`config.mk`:
```
export PLATFORM = sky130hd
export DESIGN_NAME = dsg_port
export DESIGN_NICKNAME = d
export VERILOG_FILES = /design/src/dsg_pkg.sv /design/src/dsg_axil_slave.sv /design/src/dsg_port.sv
export SDC_FILE = /design/constraint.sdc
export NUM_CORES = 1
export LEC_CHECK = 0
export ABC_CLOCK_PERIOD_IN_PS = 3500
export BUFFER_PORTS_ARGS = -buffer_cell sky130_fd_sc_hd__buf_2
export CORE_ASPECT_RATIO = 1.5
export CORE_UTILIZATION = 30
export DETAILED_ROUTE_END_ITERATION = 12
export PLACE_DENSITY_LB_ADDON = 0.1
export SETUP_SLACK_MARGIN = 0.05
export SYNTH_ARGS = -nofsm -noshare
export SYNTH_HDL_FRONTEND = slang
export SYNTH_SLANG_ARGS = --single-unit
```
`constraint.sdc`:
```
create_clock -name mclk -period 3.5 [get_ports mclk]
set_input_delay 0.7 -clock mclk [delete_from_list [all_inputs] [get_ports mclk]]
set_output_delay 0.7 -clock mclk [all_outputs]
set_load 0.03 [all_outputs]
```
`src/dsg_pkg.sv`:
```
// Constants shared by the debug-shared GPIO port and its bus slave.
// Assumes byte addresses on the register bus, one aligned word each.
package dsg_pkg;

  // Register window
  localparam logic [31:0] DSG_BASE   = 32'h400C_0800;
  localparam int          ADDR_W     = 6;
  localparam int          NPINS      = 8;
  localparam int          OD_PINS    = 3;

  // Byte offsets inside the window
  localparam logic [5:0] OFS_LEVEL = 6'h00;
  localparam logic [5:0] OFS_DRIVE = 6'h04;
  localparam logic [5:0] OFS_ALT   = 6'h08;
  localparam logic [5:0] OFS_OD    = 6'h28;
  localparam logic [5:0] OFS_PU    = 6'h2C;
  localparam logic [5:0] OFS_PD    = 6'h30;
  localparam logic [5:0] OFS_IE    = 6'h38;

  // Reset values and implemented-bit masks
  localparam logic [7:0] LEVEL_RST = 8'h00;
  localparam logic [7:0] DRIVE_RST = 8'h30;
  localparam logic [7:0] ALT_RST   = 8'hF8;
  localparam logic [2:0] OD_RST    = 3'h0;
  localparam logic [7:0] PU_RST    = 8'hD0;
  localparam logic [7:0] PU_MASK   = 8'hF7;
  localparam logic       PD_RST    = 1'b1;
  localparam logic [7:0] IE_RST    = 8'hD8;

  // Pin roles when the alternate function is selected
  localparam int PIN_TRD1  = 0;
  localparam int PIN_TRD0  = 1;
  localparam int PIN_TRCLK = 2;
  localparam int PIN_TCK   = 3;
  localparam int PIN_SWDIO = 4;
  localparam int PIN_TDO   = 5;
  localparam int PIN_TDI   = 6;
  localparam int PIN_TRST  = 7;

  // Bus responses
  localparam logic [1:0] RESP_OKAY   = 2'h0;
  localparam logic [1:0] RESP_SLVERR = 2'h2;

endpackage

```
`src/dsg_axil_slave.sv`:
```
// AXI4-Lite slave front end for the debug-shared GPIO port.
// Assumes the parent decodes addresses and supplies read data
// combinationally from rd_addr.
`timescale 1ns/1ns
module dsg_axil_slave
  import dsg_pkg::*;
(
  input  wire logic              mclk,
  input  wire logic              nrst,
  input  wire logic              s_axi_awvalid,
  output logic                   s_axi_awready,
  input  wire logic [ADDR_W-1:0] s_axi_awaddr,
  input  wire logic              s_axi_wvalid,
  output logic                   s_axi_wready,
  input  wire logic [31:0]       s_axi_wdata,
  input  wire logic [3:0]        s_axi_wstrb,
  output logic                   s_axi_bvalid,
  input  wire logic              s_axi_bready,
  output logic [1:0]             s_axi_bresp,
  input  wire logic              s_axi_arvalid,
  output logic                   s_axi_arready,
  input  wire logic [ADDR_W-1:0] s_axi_araddr,
  output logic                   s_axi_rvalid,
  input  wire logic              s_axi_rready,
  output logic [31:0]            s_axi_rdata,
  output logic [1:0]             s_axi_rresp,
  output logic                   wr_pulse,
  output logic [ADDR_W-1:0]      wr_addr,
  output logic [31:0]            wr_data,
  output logic [3:0]             wr_strb,
  input  wire logic              wr_ok,
  output logic [ADDR_W-1:0]      rd_addr,
  input  wire logic [31:0]       rd_data,
  input  wire logic              rd_ok
);

  // Write fires once both halves are held and no response is pending
  assign wr_pulse = !s_axi_awready && !s_axi_wready && !s_axi_bvalid;
  assign rd_addr  = s_axi_araddr;

  // Write address and data are caught independently, in either order
  always_ff @(posedge mclk) begin
    if (!nrst) begin
      s_axi_awready <= 1'b1;
      s_axi_wready  <= 1'b1;
      wr_addr       <= '0;
      wr_data       <= 32'h0000_0000;
      wr_strb       <= 4'h0;
    end else begin
      if (s_axi_awvalid && s_axi_awready) begin
        s_axi_awready <= 1'b0;
        wr_addr       <= s_axi_awaddr;
      end
      if (s_axi_wvalid && s_axi_wready) begin
        s_axi_wready <= 1'b0;
        wr_data      <= s_axi_wdata;
        wr_strb      <= s_axi_wstrb;
      end
      if (s_axi_bvalid && s_axi_bready) begin
        s_axi_awready <= 1'b1;
        s_axi_wready  <= 1'b1;
      end
    end
  end

  // Write response; unmapped offsets answer with an error
  always_ff @(posedge mclk) begin
    if (!nrst) begin
      s_axi_bvalid <= 1'b0;
      s_axi_bresp  <= RESP_OKAY;
    end else if (wr_pulse) begin
      s_axi_bvalid <= 1'b1;
      s_axi_bresp  <= wr_ok ? RESP_OKAY : RESP_SLVERR;
    end else if (s_axi_bready) begin
      s_axi_bvalid <= 1'b0;
    end
  end

  // Read channel: data captured at the address handshake
  always_ff @(posedge mclk) begin
    if (!nrst) begin
      s_axi_arready <= 1'b1;
      s_axi_rvalid  <= 1'b0;
      s_axi_rdata   <= 32'h0000_0000;
      s_axi_rresp   <= RESP_OKAY;
    end else if (s_axi_arvalid && s_axi_arready) begin
      s_axi_arready <= 1'b0;
      s_axi_rvalid  <= 1'b1;
      s_axi_rdata   <= rd_data;
      s_axi_rresp   <= rd_ok ? RESP_OKAY : RESP_SLVERR;
    end else if (s_axi_rvalid && s_axi_rready) begin
      s_axi_rvalid  <= 1'b0;
      s_axi_arready <= 1'b1;
    end
  end

endmodule

```
`src/dsg_port.sv`:
```
// Eight-pin GPIO port shared with the debug access and trace pins.
// Assumes pads, debug core and stop-mode inputs are synchronous to
// mclk; pad wires are resolved outside from pad_out and pad_oe.
//
// How it works
// Eight pins, direction set per bit
// Pins switchable to debug or trace function
// Pins three to seven debug after reset
// Pin seven TRST, input and pull-up on
// Pin six TDI, input and pull-up on
// Pin three debug clock, input, pull-down on
// Pin four SWDIO, input, drive, pull-up on
// Pin five TDO, output driver on
// Pins zero to two plain, all disabled
// Debug pins four, five drive in deep stop
// Software frees pin three when clock unused
// Data, drive, function at 0, 4, 8
// Open-drain, pulls, input enable offsets
// Software avoids reserved offsets
// Data bits 7-0, upper bits read zero
// Drive enable per pin, pins 5,4 reset one
// Function bit: 0 port, 1 debug/trace
// Open-drain only on pins 2 to 0
// Pull-down only on pin three, reset on
// Input enable per pin, 7,6,4,3 reset on
// Port mode drives data; input reads pin
// Disabled input hides pin level
`timescale 1ns/1ns
module dsg_port
  import dsg_pkg::*;
(
  input  wire logic              mclk,
  input  wire logic              nrst,
  input  wire logic              s_axi_awvalid,
  output logic                   s_axi_awready,
  input  wire logic [ADDR_W-1:0] s_axi_awaddr,
  input  wire logic              s_axi_wvalid,
  output logic                   s_axi_wready,
  input  wire logic [31:0]       s_axi_wdata,
  input  wire logic [3:0]        s_axi_wstrb,
  output logic                   s_axi_bvalid,
  input  wire logic              s_axi_bready,
  output logic [1:0]             s_axi_bresp,
  input  wire logic              s_axi_arvalid,
  output logic                   s_axi_arready,
  input  wire logic [ADDR_W-1:0] s_axi_araddr,
  output logic                   s_axi_rvalid,
  input  wire logic              s_axi_rready,
  output logic [31:0]            s_axi_rdata,
  output logic [1:0]             s_axi_rresp,
  input  wire logic [NPINS-1:0]  pad_in,
  output logic [NPINS-1:0]       pad_out,
  output logic [NPINS-1:0]       pad_oe,
  output logic [NPINS-1:0]       pad_pu,
  output logic [NPINS-1:0]       pad_pd,
  output logic                   dbg_tck,
  output logic                   dbg_tms,
  output logic                   dbg_tdi,
  output logic                   dbg_trst_n,
  input  wire logic              dbg_swdio_out,
  input  wire logic              dbg_swdio_oe,
  input  wire logic              dbg_tdo,
  input  wire logic              trace_clk,
  input  wire logic [1:0]        trace_data,
  input  wire logic              deep_stop_mode,
  input  wire logic              standby_drive_enable
);

  logic [NPINS-1:0]   port_pin_level;
  logic [NPINS-1:0]   port_drive_enable;
  logic [NPINS-1:0]   port_alt_select;
  logic [OD_PINS-1:0] port_open_drain_sel;
  logic [NPINS-1:0]   port_pullup_sel;
  logic               port_pulldown_sel;
  logic [NPINS-1:0]   port_input_enable;
  logic [NPINS-1:0]   pin_sample;
  logic [NPINS-1:0]   next_out;
  logic [NPINS-1:0]   next_oe;
  logic [NPINS-1:0]   od_wide;
  logic               wr_pulse;
  logic [ADDR_W-1:0]  wr_addr;
  logic [31:0]        wr_data;
  logic [3:0]         wr_strb;
  logic [ADDR_W-1:0]  rd_addr;
  logic [31:0]        rd_data;
  logic               wr_lane0;

  // Offsets that hold a register; reserved ones answer with an error
  function automatic logic dsg_mapped(input logic [ADDR_W-1:0] a);
    dsg_mapped = (a == OFS_LEVEL) || (a == OFS_DRIVE) ||
                 (a == OFS_ALT) || (a == OFS_OD) || (a == OFS_PU) ||
                 (a == OFS_PD) || (a == OFS_IE); // see R12
  endfunction

  dsg_axil_slave u_bus (
    .mclk          (mclk),
    .nrst          (nrst),
    .s_axi_awvalid (s_axi_awvalid),
    .s_axi_awready (s_axi_awready),
    .s_axi_awaddr  (s_axi_awaddr),
    .s_axi_wvalid  (s_axi_wvalid),
    .s_axi_wready  (s_axi_wready),
    .s_axi_wdata   (s_axi_wdata),
    .s_axi_wstrb   (s_axi_wstrb),
    .s_axi_bvalid  (s_axi_bvalid),
    .s_axi_bready  (s_axi_bready),
    .s_axi_bresp   (s_axi_bresp),
    .s_axi_arvalid (s_axi_arvalid),
    .s_axi_arready (s_axi_arready),
    .s_axi_araddr  (s_axi_araddr),
    .s_axi_rvalid  (s_axi_rvalid),
    .s_axi_rready  (s_axi_rready),
    .s_axi_rdata   (s_axi_rdata),
    .s_axi_rresp   (s_axi_rresp),
    .wr_pulse      (wr_pulse),
    .wr_addr       (wr_addr),
    .wr_data       (wr_data),
    .wr_strb       (wr_strb),
    .wr_ok         (dsg_mapped(wr_addr)),
    .rd_addr       (rd_addr),
    .rd_data       (rd_data),
    .rd_ok         (dsg_mapped(rd_addr))
  );

  // Only byte lane 0 carries implemented bits
  assign wr_lane0 = wr_pulse && wr_strb[0];
  assign od_wide  = {{(NPINS-OD_PINS){1'b0}}, port_open_drain_sel};

  // Configuration registers; reset puts pins 3-7 on the debug port
  always_ff @(posedge mclk) begin
    if (!nrst) begin
      port_pin_level      <= LEVEL_RST;
      port_drive_enable   <= DRIVE_RST;  // see R16 see R7
      port_alt_select     <= ALT_RST;    // see R3
      port_open_drain_sel <= OD_RST;
      port_pullup_sel     <= PU_RST;     // see R4 see R5
      port_pulldown_sel   <= PD_RST;     // see R6
      port_input_enable   <= IE_RST;     // see R20
    end else if (wr_lane0) begin
      case (wr_addr)
        OFS_LEVEL: port_pin_level    <= wr_data[NPINS-1:0];
        OFS_DRIVE: port_drive_enable <= wr_data[NPINS-1:0];
        OFS_ALT:   port_alt_select   <= wr_data[NPINS-1:0];
        OFS_OD:    port_open_drain_sel <= wr_data[OD_PINS-1:0];
        OFS_PU:    port_pullup_sel <= wr_data[NPINS-1:0] & PU_MASK;
        OFS_PD:    port_pulldown_sel <= wr_data[PIN_TCK];
        OFS_IE:    port_input_enable <= wr_data[NPINS-1:0];
        default: ;
      endcase
    end
  end

  // Read mux: narrow registers sit at their pin bits, upper bits return zero
  always_comb begin
    rd_data = 32'h0000_0000;
    case (rd_addr)
      OFS_LEVEL: rd_data[NPINS-1:0] = pin_sample |
                   (port_pin_level & ~port_input_enable);
      OFS_DRIVE: rd_data[NPINS-1:0] = port_drive_enable;
      OFS_ALT:   rd_data[NPINS-1:0] = port_alt_select;
      OFS_OD:    rd_data[OD_PINS-1:0] = port_open_drain_sel;
      OFS_PU:    rd_data[NPINS-1:0] = port_pullup_sel;
      OFS_PD:    rd_data[PIN_TCK] = port_pulldown_sel;
      OFS_IE:    rd_data[NPINS-1:0] = port_input_enable;
      default:   rd_data = 32'h0000_0000;
    endcase
  end

  // Input path gated per pin so a pad whose input enable is off never reaches software
  always_ff @(posedge mclk) begin
    if (!nrst) begin
      pin_sample <= '0;
    end else begin
      pin_sample <= pad_in & port_input_enable; // see R22
    end
  end

  // Debug core inputs; idle levels whenever the pin is not lent out
  always_ff @(posedge mclk) begin
    if (!nrst) begin
      dbg_tck    <= 1'b0;
      dbg_tms    <= 1'b1;
      dbg_tdi    <= 1'b1;
      dbg_trst_n <= 1'b1;
    end else begin
      dbg_tck <= port_alt_select[PIN_TCK] &&
                 port_input_enable[PIN_TCK] && pad_in[PIN_TCK];
      dbg_tms <= !port_alt_select[PIN_SWDIO] ||
                 (port_input_enable[PIN_SWDIO] && pad_in[PIN_SWDIO]);
      dbg_tdi <= !port_alt_select[PIN_TDI] ||
                 (port_input_enable[PIN_TDI] && pad_in[PIN_TDI]);
      dbg_trst_n <= !port_alt_select[PIN_TRST] ||
                 (port_input_enable[PIN_TRST] && pad_in[PIN_TRST]);
    end
  end

  // Per-pin output source, driver enable and stop-mode gating
  always_comb begin
    logic fn;
    logic en;
    logic ov;
    logic keep;
    fn = 1'b0;
    en = 1'b0;
    ov = 1'b0;
    keep = 1'b0;
    next_out = '0;
    next_oe  = '0;
    for (int i = 0; i < NPINS; i++) begin
      fn   = port_alt_select[i];                     // see R2
      en   = port_drive_enable[i];
      ov   = port_pin_level[i];
      keep = 1'b0;
      if (fn) begin
        case (i)
          PIN_SWDIO: begin
            ov   = dbg_swdio_out;
            en   = en && dbg_swdio_oe;
            keep = 1'b1;
          end
          PIN_TDO: begin
            ov   = dbg_tdo;
            keep = 1'b1;
          end
          PIN_TRCLK: ov = trace_clk;
          PIN_TRD0:  ov = trace_data[0];
          PIN_TRD1:  ov = trace_data[1];
          default:   en = 1'b0;                      // debug inputs
        endcase
      end else if (od_wide[i]) begin
        // Open-drain only sinks; a high level is left to the pull-up
        en = en && !ov;
        ov = 1'b0;
      end
      // Deep stop floats drivers unless held, debug pins excepted
      if (deep_stop_mode && !standby_drive_enable && !keep) begin
        en = 1'b0;
      end
      next_out[i] = ov;
      next_oe[i]  = en;
    end
  end

  // Pad drive registered so pins never glitch on decode changes
  always_ff @(posedge mclk) begin
    if (!nrst) begin
      pad_out <= '0;
      pad_oe  <= '0;
      pad_pu  <= '0;
      pad_pd  <= '0;
    end else begin
      pad_out <= next_out;
      pad_oe  <= next_oe;
      pad_pu  <= port_pullup_sel;                    // see R4
      pad_pd  <= {{(NPINS-PIN_TCK-1){1'b0}}, port_pulldown_sel,
                  {PIN_TCK{1'b0}}};
    end
  end
endmodule

```
==> results.toml, run 1 <==
[cts]
clock-sinks = 109
cts_buffer_depth = 2
cts.htree.levels = 3
cts_hold_buffers = 0
cts_root_buf = "clkbuf_16"
tritoncts = "built"
postCtsResizedCells = 0
numCtsBuffers = 9
post_cts_buffers = 0
clk_pin_slew_worst_paths_ns = 0.08
insertion_delay_ns = 0.35

[sta]
tightest_slew_ns = 0.714
worst_slew_margin_rel = 0.522
clock-skew-final_ns = 0.0101
finalMaxSlewViolations = 0
finalSetupTns_ns = 0
hold_viol = 0
fmax_ghz = 0.444
rsz0062_at_grt = "no"
post-route-min-period_ns = 2.25
min_period_over_period = 0.643
setup_viol = 0

[routing]
remaining_drc_errors = 0
wire_per_inst_microns = 15.0
route.vias.total = 3522
viasPerCell = 4.64
wirelength_mm = 11.4
firstDrtPassIters = 4
drt_iter0_drc = 125
antenna_left = 0

[setup_path]
worst-setup-path-type = "flip-flop to flip-flop"
r2r_slack_ns = 1.25
rr_startpoint = "u_bus.s_axi_wready"
rr_endpoint = "port_pullup_sel[4]"
worstPathArrival_ns = 2.47
critPathMaxFanout = 14
r2r_cells = 4
worstSetupStartpointType = "flip-flop"
crit_start = "u_bus.s_axi_wready"
crit_required_ns = 3.71
crit_end = "port_pullup_sel[4]"
crit_path_end_kind = "flip-flop"

[global_route]
grt_pass1_vias = 3364
grt_start_max_net_pins = 42
grt_pass1_wl_mm = 17.8
grt_use_total = 0.149
grt_overflow_total = 0
grt_antenna_before_repair = 0

[placement]
place.gp.congestion = 0.748
dpl.hpwl_mm = 8.33
dp.cells = 744
portBuffers = 86

[pwr]
seqPwrFrac = 0.507
p_sw_frac = 0.261
intPower_mw = 1.91
peakVddDrop_mv = 0.204
comb_power_share = 0.096
pwr-share-clk = 0.397
power.leakage_nw = 2.37
power_density_nw_per_um2 = 486
p_sw_uw = 672

[synth]
yosysWarnings = 0
yosysTopAreaCell = "dfxtp_1"
synthCells = 488
synthFlopType = "dfxtp_1"
ys_ff_latch = 109
synth_compound_area_frac = 0.135
synth-async-reset-ratio = 0
synthSimpleGateAreaFrac = 0.213
synth_cell_types = 44
synth_fa_ha_area_frac = 0
synth_top_area_frac = 0.478
seq_area_frac_synth = 0.478
yosys-top-cells-area = "dfxtp_1 48%, mux2i_1 7.5%, buf_4 5.6%"
synthMuxAreaShare = 0.0819
syn_area_sq_um = 4570
synth_xor_area_frac = 0
synth_top_family_by_area = "simple AND/OR/NAND/NOR gates"
synth_edf_count = 0
avgSynthCellArea_sq_um = 9.36

[die]
start_util = 0.310
io_pins = 148
fp.dieW_microns = 103
core_sq_um = 14700
dieArea_sq_um = 15700
die_h_microns = 153
num_rows = 54

[status]
outcome = "completed"

[cells_and_area]
layout_common_cells = "109 x dfxtp_1, 86 x buf_2, 51 x nand2_1"
fin_nets = 630
drive_gt1_frac = 0.210
finish.utilization = 0.360
area_growth_pct = 16.2
final_cells = 759
diodes = 0
final_common_cell = "dfxtp_1"

[run]
maxCapViolCount = 0

[worst_hold_path]
hp-class = "flip-flop to flip-flop"
per-layer routing:
layer / global-route usage / vias to the layer above / part of all wire
met1: 0.189 / 1645 / 0.45
met2: 0.251 / 99 / 0.50
li1: - / 1769 / -
met5: 0 / - / 0
met4: 0.0570 / 0 / 0.014
met3: 0.0219 / 9 / 0.040
area by class of cell:
type	instances	area, sq um
clock buffers	9	225
clock inverters	6	70.1
fillers	1611	9420
inverters	11	41.3
multi-input cells	339	2090
flip-flops and latches	109	2180
well taps	196	245
repair buffers	89	453
registers in the layout, indices dropped and copies added, names as in the netlist, 8 cells and up:
name	count
pad_oe	8
pad_out	8
pin_sample	8
port_alt_select	8
port_drive_enable	8
port_input_enable	8
port_pin_level	8
u_bus.s_axi_rdata	8
u_bus.wr_data	8
stage by stage:
step	power, mW	setup slack, ns	cell area (sq um)	hold slack (ns)
finish	2.58	1.25	5310	0.451
CTS	2.62	1.21	5310	0.453
global placement	1.58	1.28	5010	0.437
floorplan	1.54	1.55	4690	0.394
global route	2.70	1.02	5310	0.467
detailed placement	1.58	1.25	5010	0.435
power groups by stage:
stage / Combinational, mW / Sequential (mW) / Clock (mW)
finish: 0.247 / 1.31 / 1.02
global route: 0.269 / 1.31 / 1.11
CTS: 0.249 / 1.31 / 1.06
detailed placement: 0.248 / 1.34 / 0
global placement: 0.246 / 1.33 / 0
floorplan: 0.177 / 1.36 / 0
synth_stat cells, drive strengths merged, types with 3 or more instances:
library cell    n
dfxtp         109
nand2          51
nor3            4
a21boi         16
o22a            3
a22o            3
o21ai          27
a22oi          12
nor4b           4
o21a            6
and2           14
mux2i          34
buf            38
inv            11
a21oi          11
mux2            3
nor3b           5
nor2b          29
nor2           14
nand4           4
clkbuf         24
and3           10
a31oi          10
nand3          30
worst max-delay path, stage by stage (launching register included):
cell,delay (ns)
dfxtp_1,0.49
nor4b_4,0.53
nand4_1,0.66
mux2i_1,0.34
nand2_1,0.09
logic make-up after synthesis:
| kind of cell | count (synthesis) |
|---|---|
| other | 1 |
| muxes | 37 |
| and+or+nand+nor | 175 |
| DFF | 109 |
| buffers and inverters | 73 |
| AOI/OAI and AO/OA | 93 |
worst min-delay path by stage:
stage | from | depth (start not counted) | endpoint
final | port_alt_select[7] | 1 | dbg_trst_n
after global routing | port_alt_select[7] | 1 | dbg_trst_n
after floorplan | port_alt_select[6] | 1 | dbg_tdi
after global placement | port_alt_select[7] | 1 | dbg_trst_n
after detailed placement | port_alt_select[7] | 1 | dbg_trst_n
after CTS | port_alt_select[7] | 1 | dbg_trst_n
No activity file was read; power rests on OpenSTA's default activity.
==> inputs of run 2 (changes only) <==
--- a/config.mk
+++ b/config.mk
@@ -5,7 +5,8 @@
 export SDC_FILE = /design/constraint.sdc
 export NUM_CORES = 1
 export LEC_CHECK = 0
-export ABC_CLOCK_PERIOD_IN_PS = 3500
+export ABC_AREA = 1
+export ABC_CLOCK_PERIOD_IN_PS = 2080
 export BUFFER_PORTS_ARGS = -buffer_cell sky130_fd_sc_hd__buf_2
 export CORE_ASPECT_RATIO = 1.5
 export CORE_UTILIZATION = 30
==> constraint.sdc (replaced) <==
create_clock -name mclk -period 2.08 [get_ports mclk]
set_input_delay 0.416 -clock mclk [delete_from_list [all_inputs] [get_ports mclk]]
set_output_delay 0.416 -clock mclk [all_outputs]
set_load 0.03 [all_outputs]
==> run 2 against run 1 <==
  * Non-clock buffer count rose by 8
  * Sequential power rose by 69%
  * Area after synthesis fell by 0.36%
  * Via count rose by 13%
  * Clock skew fell by 0.0027 ns
  * Highest routed layer unchanged
  * Die area fell by 0.35%
  * Clock power rose by 87%
  * Routed wire length rose by 9.8%
  * Maximum frequency rose by 45%
  * Critical path type unchanged
  * Largest cell class unchanged
  * Flip-flop and latch count did not move
==> results.toml, run 2 <==
[status]
outcome = "completed"

[cts]
clk_pin_slew_worst_paths_ns = 0.07
cts_root_buf = "clkbuf_16"
clock-sinks = 109
numCtsBuffers = 9
cts.htree.levels = 3
postCtsResizedCells = 0
cts_hold_buffers = 0
insertion_delay_ns = 0.35
post_cts_buffers = 0
cts_buffer_depth = 2
tritoncts = "built"

[setup_path]
crit_required_ns = 2.37
cp_cell_sequence = "nor2_1, inv_1, nor2_1, nand2_2, inv_1, nor2_1, nor2_1"
critPathMaxFanout = 13
rr_startpoint = "u_bus.wr_addr[4]"
worstPathArrival_ns = 1.84
r2r_slack_ns = 0.52
worstSetupStartpointType = "flip-flop"
cpMostUsedCell = "nor2_1"
cp_slowest_cell = "dfxtp_1"
path_delay_family = "simple AND/OR/NAND/NOR gates"
crit_path_end_kind = "flip-flop"
critPathMaxStageDelay_ns = 0.35
worst-setup-path-type = "flip-flop to flip-flop"
rr_endpoint = "port_pin_level[2]"
r2r_cells = 7
cp_num_buf_inv = 2

[synth]
yosys-top-cells-area = "dfxtp_1 48%, nor2_1 10%, nand2_1 8.0%"
synth_top_area_frac = 0.479
synth_cell_types = 28
post-synth-top-count-cell = "nor2_1"
synthFlopType = "dfxtp_1"
ys_ff_latch = 109
yosysWarnings = 0
seq_area_frac_synth = 0.479
avgSynthCellArea_sq_um = 7.41
synth-async-reset-ratio = 0
synth_edf_count = 0
synth_common_cells = "123 x nor2_1, 109 x dfxtp_1, 97 x nand2_1, 63 x o21ai_0, 53 x inv_1"
synthCells = 614
yosysTopAreaCell = "dfxtp_1"
syn_area_sq_um = 4550

[die]
io_pins = 148
core_sq_um = 14700
dieArea_sq_um = 15700
num_rows = 54
start_util = 0.310
die_h_microns = 153
fp.dieW_microns = 103

[global_route]
grt_overflow_total = 0
grt_pass1_vias = 3719
grt_use_total = 0.168
grt_start_max_net_pins = 53
grt_antenna_before_repair = 0
grt_pass1_wl_mm = 19.9

[routing]
drt_iter0_drc = 170
remaining_drc_errors = 0
wirelength_mm = 12.5
wire_per_inst_microns = 13.9
route.vias.total = 3991
antenna_left = 0
viasPerCell = 4.41
firstDrtPassIters = 7

[cells_and_area]
final_cells = 904
fin_area_sq_um = 5430
fillCellCount = 1612
register_area_sq_um = 2180
multi_input_comb_area_sq_um = 1940
area_growth_pct = 19.3
fin_nets = 774
layout_common_cells = "123 x nor2_1, 109 x dfxtp_1, 97 x nand2_1"
final_common_cell = "nor2_1"
drive_gt1_frac = 0.175
diodes = 0

[placement]
place.gp.congestion = 0.794
portBuffers = 86
dpl.hpwl_mm = 9.38
placed_cell_area_sq_um = 5100
dp.cells = 888

[sta]
finalSetupTns_ns = 0
fmax_ghz = 0.643
rsz0062_at_grt = "no"
clock-skew-final_ns = 0.00744
finalMaxSlewViolations = 0
hold_viol = 0
setup_viol = 0
min_period_over_period = 0.748
post-route-min-period_ns = 1.56

[worst_hold_path]
hold_path_end = "u_bus.s_axi_wready"
hp-class = "input port to flip-flop"
min_path_cells = 2
hp-start = "s_axi_wvalid"

[pwr]
power_density_nw_per_um2 = 847
peakVddDrop_mv = 0.497
power.total_mw = 4.60
power.leakage_nw = 2.63

[run]
maxCapViolCount = 0
[run 2: cell count changes after synthesis, moves of 12 or more]
cell,delta
o21ai_0,+40
and2_1,-14
nand2_1,+46
a21boi_0,-16
nor2b_1,-29
nand4_1,+22
a22oi_1,-12
a21oi_1,+15
mux2i_1,-34
nor2_1,+110
inv_1,+42
[run 2: power by group]
| part | internal (mW) | total [mW] | switching [mW] |
|---|---|---|---|
| combinational | 0.129 | 0.486 | 0.357 |
| sequential | 2.15 | 2.21 | 0.0552 |
| clock | 1.10 | 1.91 | 0.809 |
[run 2: cells by family (layout without fill, tap and decap cells)]
| logic type | Yosys count | after routing | synth area share |
|---|---|---|---|
| AO/OA/AOI/OAI | 100 | 100 | 0.115 |
| buffers and inverters | 109 | 170 | 0.121 |
| flip-flops | 109 | 109 | 0.479 |
| other | 1 | 34 | 0.000824 |
| AND/OR/NAND/NOR | 295 | 295 | 0.284 |
[run 2: cell type report]
type | instances | share of cell area
flip-flops and latches | 109 | 0.402
inverters | 57 | 0.0401
well taps | 196 | 0.0452
repair buffers | 97 | 0.0945
clock inverters | 6 | 0.0168
clock buffers | 10 | 0.0440
multi-input cells | 429 | 0.357
[run 2: worst register-to-register path, stage by stage (launching register included)]
cell     delay [ns]
dfxtp_1        0.35
nor2_1         0.30
inv_1          0.10
nor2_1         0.14
nand2_2        0.21
inv_1          0.25
nor2_1         0.06
nor2_1         0.09
[run 2: routing by layer]
metal / GRT usage / vias to the layer above / part of all wire
li1: - / 2099 / -
met1: 0.215 / 1751 / 0.44
met2: 0.277 / 124 / 0.49
met3: 0.0215 / 17 / 0.044
met4: 0.0762 / 0 / 0.024
met5: 0 / - / 0
[run 2: worst max-delay path by stage]
| stage | start | to | depth (start not counted) |
|---|---|---|---|
| final | u_bus.wr_addr[4] | port_pin_level[2] | 7 |
| after detailed placement | u_bus.wr_addr[4] | port_pin_level[2] | 7 |
| after global placement | u_bus.wr_addr[4] | port_pin_level[4] | 7 |
| after floorplan | u_bus.s_axi_wready | port_pin_level[5] | 7 |
| after CTS | u_bus.wr_addr[4] | port_pin_level[2] | 7 |
| after global routing | u_bus.wr_addr[4] | port_pin_level[7] | 7 |
[run 2: stage by stage]
| step | setup slack [ns] | hold WS [ns] | utilization |
|---|---|---|---|
| 2_1_floorplan | 0.565 | 0.407 | - |
| 3_3_place_gp | 0.501 | 0.416 | 0.348 |
| 3_5_place_dp | 0.492 | 0.423 | 0.348 |
| 4_1_cts | 0.474 | 0.245 | 0.370 |
| 5_1_grt | 0.318 | 0.271 | 0.370 |
| 6_report | 0.525 | 0.258 | 0.370 |
==> inputs of run 3 (changes only) <==
--- a/config.mk
+++ b/config.mk
@@ -5,8 +5,8 @@
 export SDC_FILE = /design/constraint.sdc
 export NUM_CORES = 1
 export LEC_CHECK = 0
-export ABC_AREA = 1
-export ABC_CLOCK_PERIOD_IN_PS = 2080
+export ABC_AREA = 0
+export ABC_CLOCK_PERIOD_IN_PS = 1550
 export BUFFER_PORTS_ARGS = -buffer_cell sky130_fd_sc_hd__buf_2
 export CORE_ASPECT_RATIO = 1.5
 export CORE_UTILIZATION = 30
==> constraint.sdc (replaced) <==
create_clock -name mclk -period 1.55 [get_ports mclk]
set_input_delay 0.31 -clock mclk [delete_from_list [all_inputs] [get_ports mclk]]
set_output_delay 0.31 -clock mclk [all_outputs]
set_load 0.03 [all_outputs]
==> run 3 against run 2 <==
  * The run now ends with negative setup slack left
  * Die area rose by 0.35%
  * Register-to-register slack lost 0.73 ns
  * Cell count decreased by 12%
  * Sequential power increased by 33%
  * Cell area up 5.7%
  * First-iteration DRC count fell by 34%
  * Non-clock buffer count rose by 25
  * Clock skew is essentially flat
  * Via count shrank 9.0%
  * Clock power is 22% higher
  * Critical path type unchanged
  * Largest cell class unchanged
  * Highest routed layer unchanged
==> results.toml, run 3 (synthesis results as in run 1) <==
[setup_path]
crit_required_ns = 1.79
rr_startpoint = "u_bus.wr_addr[0]"
r2r_cells = 4
worstPathArrival_ns = 1.99
worstSetupStartpointType = "flip-flop"
rr_endpoint = "port_drive_enable[7]"
crit_path_end_kind = "flip-flop"
r2r_slack_ns = -0.20
cp_num_buf_inv = 0
cpMostUsedCell = "or4b_4"
cp_slowest_cell = "or4b_4"
critPathMaxFanout = 5
cp_cell_sequence = "or4b_4, or4b_4, nand3_1, nand2_1"
worst-setup-path-type = "flip-flop to flip-flop"
critPathMaxStageDelay_ns = 0.60
path_delay_family = "simple AND/OR/NAND/NOR gates"

[sta]
clock-skew-final_ns = 0.00756
fmax_ghz = 0.571
post-route-min-period_ns = 1.75
worst_slew_margin_rel = 0.553
rsz0062_at_grt = "yes"
fin_ws_ns = -0.201
holdWs_ns = 0.181
tightest_slew_ns = 0.667
min_period_over_period = 1.13
setup_viol = 27
hold_viol = 0
finalMaxSlewViolations = 0

[routing]
wirelength_mm = 12.1
antenna_left = 0
wire_per_inst_microns = 15.2
firstDrtPassIters = 7
drt_iter0_drc = 112
viasPerCell = 4.57
remaining_drc_errors = 0
route.vias.total = 3631

[cells_and_area]
fin_nets = 664
drive_gt1_frac = 0.276
finish.utilization = 0.390
fin_area_sq_um = 5740
final_common_cell = "dfxtp_1"
area_growth_pct = 25.6
fillCellCount = 1583
layout_common_cells = "103 x dfxtp_1, 86 x buf_2, 49 x nand2_1"
diodes = 0

[die]
start_util = 0.310
core_sq_um = 14700
num_rows = 54
dieArea_sq_um = 15700
io_pins = 148
die_h_microns = 153
fp.dieW_microns = 103

[worst_hold_path]
hp-start = "pad_in[7]"
min_path_cells = 3
hp-class = "input port to flip-flop"
hold_path_end = "dbg_trst_n"

[cts]
tritoncts = "built"
cts_root_buf = "clkbuf_16"
cts_buffer_depth = 2
numCtsBuffers = 9
insertion_delay_ns = 0.34
clock-sinks = 109
cts.htree.levels = 3
clk_pin_slew_worst_paths_ns = 0.08

[placement]
place.gp.congestion = 0.743
placed_cell_area_sq_um = 5300
pre_cts_ws_ns = -0.256
portBuffers = 86
dpl.hpwl_mm = 8.69

[pwr]
power_density_nw_per_um2 = 1030
comb_power_share = 0.110
intPower_mw = 4.36
peakVddDrop_mv = 0.481
p_sw_mw = 1.55
seqPwrFrac = 0.496
p_sw_frac = 0.262
pwr-share-clk = 0.394
power.leakage_nw = 2.58
power.total_mw = 5.91

[global_route]
grt_pass1_vias = 3576
grt_start_max_net_pins = 39
grt_use_total = 0.160
grt_overflow_total = 0
grt_antenna_before_repair = 0
grt_pass1_wl_mm = 19.1

[status]
outcome = "finished with violations"
violations = "negative setup slack"

[run]
maxCapViolCount = 0
run 3: cell types whose count changed in the layout (fill, tap and decap cells not counted), moves of 15 or more:
cell	delta
nor2_1	-110
nand2_1	-48
o21ai_0	-45
inv_1	-42
mux2i_1	+34
nor2b_1	+29
nand4_1	-22
a21boi_0	+16
a21oi_1	-15
run 3: layer usage:
layer	vias to the layer above	track usage	part of all wire
met4	0	0.0584	0.011
met3	5	0.0224	0.040
met5	-	0	0
met2	109	0.273	0.50
li1	1840	-	-
met1	1677	0.202	0.45
run 3: how the worst max path moves through the flow:
stage | from | endpoint | slack, ns | cells after the start
floorplan | u_bus.wr_addr[4] | port_drive_enable[5] | -0.28 | 6
global placement | u_bus.wr_addr[0] | port_drive_enable[4] | -0.25 | 4
detailed placement | u_bus.wr_addr[0] | port_drive_enable[4] | -0.26 | 4
CTS | u_bus.wr_addr[0] | port_drive_enable[4] | -0.21 | 4
global route | u_bus.wr_addr[0] | port_drive_enable[4] | -0.27 | 4
finish | u_bus.wr_addr[0] | port_drive_enable[7] | -0.20 | 4
run 3: worst min-delay path: cells and delay by family:
kind                   cells  cell delay [ns]
buffers and inverters      1             0.08
AND/OR/NAND/NOR            2             0.10
run 3: through the flow:
step	std cells	setup TNS, ns
detailed placement	770	-2.81
CTS	790	-2.21
finish	794	-2.50
global route	794	-5.46
global placement	770	-2.34
floorplan	521	-3.14
run 3: timing repair:
item / in CTS / in global routing
setup buffers: 3 / 3
pin swaps: 11 / 13
setup endpoints to repair: 20 / 44
resized for setup: 7 / 19
cloned: 1 / 1
hold buffers: 0 / 0
run 3: area by class of cell:
cell class / count / area, sq um / area share
sequential: 109 / 2190 / 0.382
multi-input combinational: 340 / 2160 / 0.376
timing repair buffer: 122 / 798 / 0.139
tap: 196 / 245 / 0.0427
clock buffer: 10 / 229 / 0.0399
clock inverter: 6 / 72.6 / 0.0126
inverter: 11 / 41.3 / 0.00720
run 3: power by group through the flow:
stage	Clock [mW]	Sequential (mW)	Combinational, mW
floorplan	0	3.07	0.402
global placement	0	3.00	0.632
detailed placement	0	3.00	0.637
CTS	2.42	2.93	0.649
global route	2.53	2.94	0.704
finish	2.33	2.93	0.648
